`src/logic/mmf_pkg.sv`:
```
// constants for the operating mode and receive filter control block
// assumes a 25 MHz core clock and a plain strobe register port
package mmf_pkg;
    // register map (index chosen locally, byte address is index times four)
    localparam logic [7:0] OPMODE_ADDR = 8'h00;
    localparam logic [7:0] FILTSET_ADDR = 8'h04;
    localparam logic [7:0] STATUS_ADDR = 8'h08;
    // operating mode field positions
    localparam int LOOP_LO = 10;
    localparam int DUPLEX_BIT = 9;
    localparam int RSVD_BIT = 8;
    localparam int MCAST_BIT = 7;
    localparam int PROMISC_BIT = 6;
    localparam int BOHOLD_BIT = 5;
    localparam int INVF_BIT = 4;
    localparam int BADF_BIT = 3;
    localparam int HONLY_BIT = 2;
    localparam int HPSEL_BIT = 0;
    // filter setup register: read-only mode bits loaded from setup logic
    localparam int FS_INV_BIT = 0;
    localparam int FS_HO_BIT = 1;
    localparam int FS_HP_BIT = 2;
    // loopback codes
    localparam logic [1:0] LOOP_NORMAL = 2'h0;
    localparam logic [1:0] LOOP_INTERNAL = 2'h1;
    localparam logic [1:0] LOOP_EXTERNAL = 2'h2;
    // reset value: promiscuous on
    localparam logic [31:0] OPMODE_RESET = 32'h0000_0040;
    // interframe hold after carrier drop
    localparam real CORE_CLK_NS = 40.0;
    localparam real HOLD10_NS = 9600.0;
    localparam real HOLD100_NS = 960.0;
    localparam int HOLD10_CYC = int'($ceil(HOLD10_NS / CORE_CLK_NS));
    localparam int HOLD100_CYC = int'($ceil(HOLD100_NS / CORE_CLK_NS));
    localparam int HOLD_W = 9;
    localparam int BO_W = 10;
    // state of the frame filter sampler
    typedef enum logic [1:0] {MMF_IDLE, MMF_DECIDE, MMF_HOLD} mmf_fstate_t;
endpackage

```
`src/logic/mmf_backoff.sv`:
```
// backoff counter with optional carrier hold and interframe guard
// assumes carrier and load inputs are synchronous to core_clk
`timescale 1ns/100ps
module mmf_backoff
    import mmf_pkg::*;
(
    input wire logic core_clk,
    input wire logic srst,
    input wire logic holdEn,
    input wire logic carrier,
    input wire logic rate100,
    input wire logic loadValid,
    input wire logic [mmf_pkg::BO_W-1:0] loadSlots,
    output logic expired
);
    // packed state of the counter
    typedef struct packed {
        logic [BO_W-1:0] count;
        logic [HOLD_W-1:0] guard;
        logic exp;
    } mmf_bo_t;
    mmf_bo_t st_q, st_d;
    logic [HOLD_W-1:0] guardLoad;
    assign guardLoad = rate100 ? HOLD_W'(HOLD100_CYC) : HOLD_W'(HOLD10_CYC);

    ////////////////////////////////////////////////////////////////////
    // next state
    always_comb begin
        st_d = st_q;
        if (loadValid) begin
            st_d.count = loadSlots;
            st_d.exp = 1'b0;
        end else if (holdEn && carrier) begin
            st_d.guard = guardLoad;
        end else if (holdEn && st_q.guard != '0) begin
            st_d.guard = st_q.guard - HOLD_W'(1);
        end else if (st_q.count != '0) begin
            st_d.count = st_q.count - BO_W'(1);
        end
        if (!holdEn)
            st_d.guard = '0;
        st_d.exp = (st_d.count == '0) && (st_d.guard == '0) && !(holdEn && carrier);
    end

    // register the state
    always_ff @(posedge core_clk) begin
        if (srst)
            st_q <= '{count: '0, guard: '0, exp: 1'b1};
        else
            st_q <= st_d;
    end
    assign expired = st_q.exp;
endmodule

```
`src/logic/mmf_mode_ctrl.sv`:
```
// operating mode register, loopback and duplex steering, receive filter decision
// assumes a strobe register port and frame start/end pulses from the receiver
//
// The address map and the strobed register port were left to the implementer.
`timescale 1ns/100ps
module mmf_mode_ctrl
    import mmf_pkg::*;
(
    input wire logic core_clk,
    input wire logic srst,
    input wire logic [7:0] regAddr,
    input wire logic [31:0] regWrData,
    input wire logic regWr,
    input wire logic regRd,
    output logic [31:0] regRdData,
    input wire logic symPort,
    input wire logic rate100,
    input wire logic txReq,
    input wire logic miiTxEnRaw,
    output logic miiTxEn,
    output logic txGo,
    output logic heartbeatCheckEn,
    input wire logic carrier,
    input wire logic rxActive,
    input wire logic backoffLoad,
    input wire logic [mmf_pkg::BO_W-1:0] backoffSlots,
    input wire logic rxStart,
    input wire logic addrValid,
    input wire logic [47:0] rxDestAddr,
    input wire logic perfectHit,
    input wire logic hashHit,
    input wire logic rxEnd,
    input wire logic rxBad,
    output logic rxAccept,
    output logic rxDeliver,
    output logic rxDiscard
);
    ////////////////////////////////////////////////////////////////////
    // state
    typedef struct packed {
        logic [31:0] mode;
        logic invF;
        logic hashOnly;
        logic hashPerf;
        logic [4:0] snap;       // promisc, mcast, badf, inv, honly
        logic snapHp;
        logic passAddr;
        mmf_fstate_t fst;
        logic [31:0] rd;
        logic acc;
        logic dlv;
        logic dsc;
        logic [15:0] okCnt;
        logic [15:0] dropCnt;
    } mmf_st_t;
    mmf_st_t st_q, st_d;
    logic boExpired;

    // decide whether an address passes, given sampled modes
    function automatic logic addrPass(input logic [4:0] s, input logic hp,
                                      input logic [47:0] da, input logic ph,
                                      input logic hh);
        logic grp;
        logic hit;
        grp = da[0];
        hit = hp ? (grp ? hh : (s[0] ? hh : ph)) : ph;
        if (hp && s[0])
            hit = hh;
        if (s[1] && !hp)
            hit = !ph;
        if (s[3] && grp)
            hit = 1'b1;
        if (s[4])
            hit = 1'b1;
        return hit;
    endfunction

    ////////////////////////////////////////////////////////////////////
    // backoff counter
    mmf_backoff uBackoff (
        .core_clk(core_clk),
        .srst(srst),
        .holdEn(st_q.mode[BOHOLD_BIT]),
        .carrier(carrier),
        .rate100(rate100),
        .loadValid(backoffLoad),
        .loadSlots(backoffSlots),
        .expired(boExpired)
    );

    ////////////////////////////////////////////////////////////////////
    // outputs steered by the mode register
    logic [1:0] loopSel;
    logic duplex;
    assign loopSel = st_q.mode[LOOP_LO+1:LOOP_LO];
    assign duplex = st_q.mode[DUPLEX_BIT];
    // mii loopback gates tx enable, symbol port still drives
    assign miiTxEn = miiTxEnRaw && !(loopSel == LOOP_INTERNAL && !symPort);
    assign txGo = txReq && boExpired && (duplex || !rxActive);
    assign heartbeatCheckEn = !duplex;
    assign regRdData = st_q.rd;
    assign rxAccept = st_q.acc;
    assign rxDeliver = st_q.dlv;
    assign rxDiscard = st_q.dsc;

    ////////////////////////////////////////////////////////////////////
    // next state
    always_comb begin
        st_d = st_q;
        st_d.acc = 1'b0;
        st_d.dlv = 1'b0;
        st_d.dsc = 1'b0;
        st_d.rd = '0;
        // register writes
        if (regWr) begin
            if (regAddr == OPMODE_ADDR) begin
                st_d.mode = regWrData;
                st_d.mode[RSVD_BIT] = 1'b0;
                st_d.mode[INVF_BIT] = st_q.invF;
                st_d.mode[HONLY_BIT] = st_q.hashOnly;
                st_d.mode[HPSEL_BIT] = st_q.hashPerf;
            end else if (regAddr == FILTSET_ADDR) begin
                // setup logic loads the read-only filter modes here
                st_d.invF = regWrData[FS_INV_BIT];
                st_d.hashOnly = regWrData[FS_HO_BIT];
                st_d.hashPerf = regWrData[FS_HP_BIT];
            end
        end
        st_d.mode[INVF_BIT] = st_d.invF;
        st_d.mode[HONLY_BIT] = st_d.hashOnly;
        st_d.mode[HPSEL_BIT] = st_d.hashPerf;
        // register reads, answer one cycle later
        if (regRd) begin
            if (regAddr == OPMODE_ADDR)
                st_d.rd = st_q.mode;
            else if (regAddr == FILTSET_ADDR)
                st_d.rd = {29'h0, st_q.hashPerf, st_q.hashOnly, st_q.invF};
            else if (regAddr == STATUS_ADDR)
                st_d.rd = {st_q.dropCnt, st_q.okCnt};
            else
                st_d.rd = 32'h0000_0000;
        end
        // receive filter state machine
        case (st_q.fst)
            MMF_IDLE: begin
                if (rxStart) begin
                    st_d.snap = {st_q.mode[PROMISC_BIT], st_q.mode[MCAST_BIT],
                                 st_q.mode[BADF_BIT], st_q.mode[INVF_BIT],
                                 st_q.mode[HONLY_BIT]};
                    st_d.snapHp = st_q.mode[HPSEL_BIT];
                    st_d.fst = MMF_DECIDE;
                end
            end
            MMF_DECIDE: begin
                if (addrValid) begin
                    st_d.passAddr = addrPass(st_q.snap, st_q.snapHp, rxDestAddr,
                                             perfectHit, hashHit);
                    st_d.acc = st_d.passAddr;
                    st_d.fst = MMF_HOLD;
                end else if (rxEnd) begin
                    // runt ended before the address: only promiscuous keeps it
                    st_d.passAddr = st_q.snap[4];
                    st_d.fst = MMF_HOLD;
                end
            end
            MMF_HOLD: begin
                if (rxEnd) begin
                    if (st_q.passAddr && (!rxBad || st_q.snap[2])) begin
                        st_d.dlv = 1'b1;
                        st_d.okCnt = st_q.okCnt + 16'h0001;
                    end else begin
                        st_d.dsc = 1'b1;
                        st_d.dropCnt = st_q.dropCnt + 16'h0001;
                    end
                    st_d.fst = MMF_IDLE;
                end
            end
            default: st_d.fst = MMF_IDLE;
        endcase
        // a frame ending in the decide cycle resolves straight away
        if (st_q.fst == MMF_DECIDE && rxEnd) begin
            if (st_d.passAddr && (!rxBad || st_q.snap[2])) begin
                st_d.dlv = 1'b1;
                st_d.okCnt = st_q.okCnt + 16'h0001;
            end else begin
                st_d.dsc = 1'b1;
                st_d.dropCnt = st_q.dropCnt + 16'h0001;
            end
            st_d.fst = MMF_IDLE;
        end
    end

    ////////////////////////////////////////////////////////////////////
    // register the state
    always_ff @(posedge core_clk) begin
        if (srst) begin
            st_q <= '0;
            st_q.mode <= OPMODE_RESET;
            st_q.fst <= MMF_IDLE;
        end else begin
            st_q <= st_d;
        end
    end
endmodule

```
`config.mk`:
```
export PLATFORM = sky130hd
export DESIGN_NAME = mmf_mode_ctrl
export DESIGN_NICKNAME = d
export VERILOG_FILES = /design/src/logic/mmf_pkg.sv /design/src/logic/mmf_backoff.sv /design/src/logic/mmf_mode_ctrl.sv
export SDC_FILE = /design/constraint.sdc
export NUM_CORES = 1
export LEC_CHECK = 0
export BUFFER_PORTS_ARGS = -buffer_cell sky130_fd_sc_hd__buf_2
export CORE_ASPECT_RATIO = 1.5
export CORE_MARGIN = 1
export CORE_UTILIZATION = 55
export CTS_CLUSTER_SIZE = 28
export DETAILED_ROUTE_END_ITERATION = 16
export GPL_ROUTABILITY_DRIVEN = 1
export HOLD_SLACK_MARGIN = 0.06
export PLACE_DENSITY = 0.83
export SETUP_SLACK_MARGIN = 0.3
export SYNTH_ARGS = -nofsm -noshare
export SYNTH_HDL_FRONTEND = slang
export SYNTH_SLANG_ARGS = --single-unit
```
`constraint.sdc`:
```
create_clock -name core_clk -period 4.8 [get_ports core_clk]
set_input_delay 0.72 -clock core_clk [delete_from_list [all_inputs] [get_ports core_clk]]
set_output_delay 0.72 -clock core_clk [all_outputs]
set_load 0.1 [all_outputs]
```
==> results of run 1 <==
==> synthesized netlist by cell type, drive strengths merged, types with 5 or more instances <==
cell,number
a2111oi,5
a211oi,7
a21oi,50
a22o,28
buf,35
clkbuf,33
dfxtp,127
ha,5
inv,12
mux2i,13
nand2,83
nand2b,10
nand3,23
nand4,7
nor2,67
nor2b,11
nor3,12
nor3b,6
nor4,9
o21ai,13
o31ai,8
o41ai,5
or4,8
xnor2,23
==> per-layer routing <==
layer / global-route usage / wire length, um / part of all wire / vias to the layer above
met4: 0.1137 / 257 / 0.019 / 0
met1: 0.2897 / 5426 / 0.41 / 2353
met3: 0.06395 / 727 / 0.055 / 29
li1: - / - / - / 2445
met2: 0.4546 / 6923 / 0.52 / 166
met5: 0 / 0 / 0 / -
==> through the flow <==
stage	utilization	hold WS [ns]	worst slack [ns]
final	0.6584	0.4548	1.825
after global routing	0.6584	0.4741	1.618
after CTS	0.6584	0.4581	1.838
after detailed placement	0.5993	0.4506	1.760
after global placement	0.5993	0.4424	1.836
after floorplan	-	0.4357	1.147
==> cells by family after synthesis <==
family | Yosys count
buffers and inverters | 80
AOI/OAI and AO/OA | 150
DFF | 127
xor gates and xnor gates | 25
muxes | 13
adders and majority gates | 5
and+or+nand+nor | 262
==> worst paths after layout <==
kind	from	end	slack, ns	depth (start not counted)
worst max register to register	uBackoff.st_q[1]	uBackoff.expired	1.82	9
worst min-delay path	st_q[101]	st_q[101]	0.45	2
worst max-delay path	uBackoff.st_q[1]	uBackoff.expired	1.82	9
worst min register to register	st_q[101]	st_q[101]	0.45	2
==> flip-flops by register name, indices dropped and copies added (netlist names) <==
signal            flops
duplex                1
loopSel               2
regRdData            32
rxAccept              1
rxDeliver             1
rxDiscard             1
st_q                 69
uBackoff.expired      1
uBackoff.st_q        19
==> critical path, stage by stage (launching register included) <==
cell                       delay (ns)
sky130_fd_sc_hd__dfxtp_1         0.34
sky130_fd_sc_hd__inv_1           0.11
sky130_fd_sc_hd__ha_1            0.22
sky130_fd_sc_hd__or2b_2          0.37
sky130_fd_sc_hd__o41ai_4         0.68
sky130_fd_sc_hd__nand3_1         0.26
sky130_fd_sc_hd__o31a_1          0.32
sky130_fd_sc_hd__nor3_2          0.21
sky130_fd_sc_hd__o2111a_1        0.24
sky130_fd_sc_hd__a41o_1          0.16
==> where the power goes <==
part | leakage (nW) | internal, mW | switching (mW)
logic | 1.24 | 0.0593 | 0.0913
clock network | 0.291 | 0.847 | 0.430
registers | 1.03 | 1.07 | 0.0133
==> cell type report <==
class | instances | area (um2) | share of cell area
clock inverters | 4 | 72.57 | 0.01088
flip-flops and latches | 127 | 2542 | 0.3810
repair buffers | 107 | 545.5 | 0.08176
inverters | 12 | 45.04 | 0.006750
well taps | 117 | 146.4 | 0.02194
clock buffers | 28 | 526.8 | 0.07894
multi-input cells | 455 | 2794 | 0.4187
==> run metrics, run 1 <==
largest area contributor in the synthesized netlist sky130_fd_sc_hd__dfxtp_1; data required time at the worst endpoint between 5 and 6 ns; GRT Resource Usage Total 0.2571; post-CTS setup repair buffer count 0; clock-pin slew on the worst setup and hold paths about 0.050 ns; final instance area 6673 um2; overall power after layout approximately 2.5 mW; share of layout cells above drive strength 1 0.2033; number of standard cells in the final layout excluding fillers between 800 and 900; Residual DRC 0; Max Root-Sink Buffers 2; number of ports placed on the die boundary between 150 and 200; number of clock buffers inserted by TritonCTS 17; area fraction in compound gates after synthesis 0.1855; Hold Fails Final Rpt 0; antenna violations before repair 0; Setup Viol. Count Final 0; total vias in the final route roughly 5000; number of cells upsized or downsized after cts 0; period utilization 0.6198; H-tree depth 4; worst-case headroom to the max-slew limit 0.1838; horizontal extent of the die roughly 86 um; HP Class reg2reg; run status finished clean; Critical Path Source Type flip-flop; number of nets in the synthesized netlist roughly 780; top-area cell type share of the netlist area 0.4414; Leak Pwr 2.560 nW; # hold bufs at CTS 0; core box area just over 10000 um2; first-iteration detailed-routing DRC count 260; max-capacitance violation count 0; area growth from synthesis to layout 15.83%; dominant combinational cell family by area after synthesis simple AND/OR/NAND/NOR gates; Async S/R FF share, synth 0; most common cell after layout, fill and taps aside sky130_fd_sc_hd__dfxtp_1; insertion delay to the later sink of the worst-skew pair between 0.4 and 0.5 ns; half-perimeter wire length after detailed placement between 8 and 9 mm; vias in the first global route ~4900; synthesized area per cell 8.702 um2; total clock sinks 127; critical path endpoint category flip-flop; post-route ant nets 0; total count of max-transition violations in the final report 0; RSZ-0062 raised after global routing false; Peak Freq approximately 340 MHz; RePlAce Congestion ~0.86; Via density 5.874; clock tree root buffer cell sky130_fd_sc_hd__clkbuf_16; setup TNS after final layout 0 ns; routed wire length 13.33 mm; mux cell area share after synthesis 0.02259; EDFF count, synth 0; Clock Skews between 0.01 and 0.015 ns; flops & latches, synth 127; predominant post-synthesis flop cell sky130_fd_sc_hd__dfxtp_1; detail-routed net length per standard cell 15.69 um; die extent in y approximately 130 um; XOR/XNOR Fraction of Synth Area 0.03801; Core Rows 45; Fill cells just over 800; global-route wire length before repair about 22 mm; post-synthesis cell count 662; maximum number of pins on one net before global-route repair 94; nets@finish 840; Placed Cells incl. Taps between 800 and 900; cells taking the most area after synthesis sky130_fd_sc_hd__dfxtp_1, sky130_fd_sc_hd__nand2_1, sky130_fd_sc_hd__nor2_1; total inserted antenna cells 0; initial standard-cell utilization of the core 0.5684; crit-path max FO 13; number of different library cells in the post-synthesis netlist between 60 and 70; share of synthesized cell area in and, or, nand and nor gates 0.2259; Congestion Overflow GR 0; Worst Tran Pin Value between 1 and 1.5 ns; power density normalized to cell area between 300 and 400 nW/um2; register area share after synthesis 0.4414; cell area after synthesis 5761 um2; arithmetic-cell share of the synthesized area counting full adders, half adders and majority gates 0.01086; post-layout min period roughly 3 ns; most frequent cells in the layout sky130_fd_sc_hd__dfxtp_1, sky130_fd_sc_hd__buf_2, sky130_fd_sc_hd__nand2_1; Worst EP arrival 3.31 ns; count of buffers from port buffering around 100; Total Die Area approximately 11000 um2; Max VDD drop 0.2855 mV; count of synthesis-stage warnings from yosys 0; instance area after placement around 6100 um2; classification of the worst setup path reg2reg; clock tree from TritonCTS yes; iteration count of the initial detailed-routing pass 5
(Power assumes the default switching activity.)
==> run 2: changes to the inputs <==
--- a/config.mk
+++ b/config.mk
@@ -8,12 +8,12 @@
 export BUFFER_PORTS_ARGS = -buffer_cell sky130_fd_sc_hd__buf_2
 export CORE_ASPECT_RATIO = 1.5
 export CORE_MARGIN = 1
-export CORE_UTILIZATION = 55
+export CORE_UTILIZATION = 48
 export CTS_CLUSTER_SIZE = 28
 export DETAILED_ROUTE_END_ITERATION = 16
 export GPL_ROUTABILITY_DRIVEN = 1
 export HOLD_SLACK_MARGIN = 0.06
-export PLACE_DENSITY = 0.83
+export PLACE_DENSITY = 0.77
 export SETUP_SLACK_MARGIN = 0.3
 export SYNTH_ARGS = -nofsm -noshare
 export SYNTH_HDL_FRONTEND = slang
==> constraint.sdc (replaced) <==
create_clock -name core_clk -period 2.66 [get_ports core_clk]
set_input_delay 0.399 -clock core_clk [delete_from_list [all_inputs] [get_ports core_clk]]
set_output_delay 0.399 -clock core_clk [all_outputs]
set_load 0.1 [all_outputs]
==> run 2 against run 1 <==
  * Total power is 91% higher
  * Final area up 7.8%
  * Worst hold slack got worse by 0.23 ns
  * Non-clock buffer count is 36 higher
==> run metrics, run 2 (synthesized netlist as in run 1, its figures left out) <==
run status finished clean; total vias in the final route 5248 (+5.1%); critical path endpoint category flip-flop; area growth from synthesis to layout 24.89%; count of buffers from port buffering 103 (unchanged); register area 2547 um2 (+0.20%); total clock sinks 127 (unchanged); setup TNS after final layout 0 ns (unchanged); antenna violations before repair 0 (unchanged); share of layout cells above drive strength 1 0.2822 (+0.07891); clock tree root buffer cell sky130_fd_sc_hd__clkbuf_16; RePlAce Congestion 0.8505 (-1.4%); classification of the worst setup path reg2reg; horizontal extent of the die 91.45 um (+6.9%); core utilization of the finished layout 0.6207 (-0.03771); Congestion Overflow GR 0 (unchanged); instance area after placement 6282 um2 (+3.4%); Placed Cells incl. Taps 872 (+6.6%); post-route ant nets 0 (unchanged); Via density 5.711 (-2.8%); Leak Pwr 2.779 nW (+8.6%); number of clock buffers inserted by TritonCTS 17 (unchanged); worst hold slack after final layout 0.2205 ns (-0.2344 ns); # hold bufs at CTS 0 (unchanged); half-perimeter wire length after detailed placement 10.01 mm (+11%); die extent in y 136.2 um (+6.9%); global-route wire length before repair 23.96 mm (+7.5%); maximum number of pins on one net before global-route repair 94 (unchanged); cells along the critical path buf_6 > or3_4 > o41ai_4 > buf_4 > buf_12 > a31oi_1 > o31ai_2 > nand2_1 > nor4b_2 > a41o_1; flip-flop count of the largest register after layout 69 (unchanged); area taken by multi-input logic gates 2929 um2 (+4.8%); min setup slack post-route 0.1785 ns (-1.646 ns); total count of max-transition violations in the final report 0 (unchanged); Max Root-Sink Buffers 2 (unchanged); post-layout min period 2.482 ns (-0.4937 ns); Worst Tran Pin Value 0.9743 ns (-0.2473 ns); Max VDD drop 0.4078 mV (+43%); GRT Resource Usage Total 0.2426 (-0.01446); Setup Viol. Count Final 0 (unchanged); power density normalized to cell area 666.3 nW/um2 (+77%); Fill cells 976 (+19%); worst setup path startpoint uBackoff.st_q[5]; vias in the first global route 5125 (+5.1%); max-capacitance violation count 0 (unchanged); worst-case setup slack after placement 0.007582 ns (-1.753 ns); overall power after layout 4.793 mW (+91%); data required time at the worst endpoint 3.01 ns (-2.13 ns); beginning of the worst register-to-register path uBackoff.st_q[5]; Total Die Area 12450 um2 (+14%); routed wire length 14.58 mm (+9.4%); total inserted antenna cells 0 (unchanged); number of ports placed on the die boundary 153 (unchanged); HP Class in2reg; clock tree from TritonCTS yes; largest reg by FF count st_q; Peak Freq 403.0 MHz (+20%); number of standard cells in the final layout excluding fillers 919 (+8.1%); first-iteration detailed-routing DRC count 315 (+21%); final instance area 7194 um2 (+7.8%); Critical Path Source Type flip-flop; core box area 11590 um2 (+14%); period utilization 0.9329 (+0.3131); most frequent cells in the layout sky130_fd_sc_hd__dfxtp_1, sky130_fd_sc_hd__buf_2, sky130_fd_sc_hd__nand2_1; worst-case headroom to the max-slew limit 0.3504 (+0.1667); Clock Skews 0.009238 ns (-0.001300 ns); iteration count of the initial detailed-routing pass 4 (-1); Hold Fails Final Rpt 0 (unchanged); insertion delay to the later sink of the worst-skew pair 0.42 ns (about the same); clock-pin slew on the worst setup and hold paths 0.05 ns (about the same); Worst EP arrival 2.83 ns (-0.48 ns); Worst Min Path Start regWrData[6]; H-tree depth 4 (unchanged); initial standard-cell utilization of the core 0.4970 (-0.07142); Core Rows 48 (+6.7%); crit-path max FO 4 (-9); detail-routed net length per standard cell 15.87 um (+1.1%); nets@finish 876 (+4.3%); Residual DRC 0 (unchanged); RSZ-0062 raised after global routing true; slowest library cell on the worst path sky130_fd_sc_hd__or3_4; most common cell after layout, fill and taps aside sky130_fd_sc_hd__dfxtp_1; delay of the slowest cell on the worst path 0.39 ns (-0.29 ns)
[run 2: changes by cell type in the layout (fill, tap and decap cells not counted), sizes merged]
cell / change
buf: +36
clkbuf: -10
clkinv: +4
bufinv: +3
clkinvlp: +3
[run 2: final timing paths]
| path | endpoint | slack, ns | depth (start not counted) |
|---|---|---|---|
| worst max-delay path | uBackoff.expired | 0.18 | 10 |
| worst min-delay path | st_q[85] | 0.22 | 3 |
| worst max register to register | uBackoff.expired | 0.18 | 10 |
| worst min register to register | st_q[107] | 0.45 | 2 |
[run 2: cell type report]
cell class	count	share of cell area
well taps	150	0.02609
multi-input cells	455	0.4071
repair buffers	143	0.1167
inverters	12	0.006261
clock buffers	18	0.05965
clock inverters	14	0.03009
flip-flops and latches	127	0.3541
[run 2: where the power goes]
group / total, mW / internal [mW] / switching, mW
logic: 0.330 / 0.142 / 0.188
clock network: 2.51 / 1.66 / 0.850
registers: 1.95 / 1.93 / 0.0271
total: 4.79 / 3.73 / 1.07
[run 2: worst max-delay path: cells and delay by family, from the launching register on]
family | cells | cell delay [ns]
buffers and inverters | 3 | 0.43
AO/OA/AOI/OAI | 4 | 0.89
flip-flops | 1 | 0.33
AND/OR/NAND/NOR | 3 | 0.78
[run 2: timing repair]
item,in CTS,in global routing
pin swaps,17,6
endpoints found under the setup margin,7,8
setup buffers,10,5
gates cloned,0,0
gates resized for setup,30,7
[run 2: layer usage]
layer  global-route usage  routed length (um)
met3              0.06152                 778
met1               0.2724                5817
met2               0.4273                7513
met5                    0                   0
met4               0.1146                 471
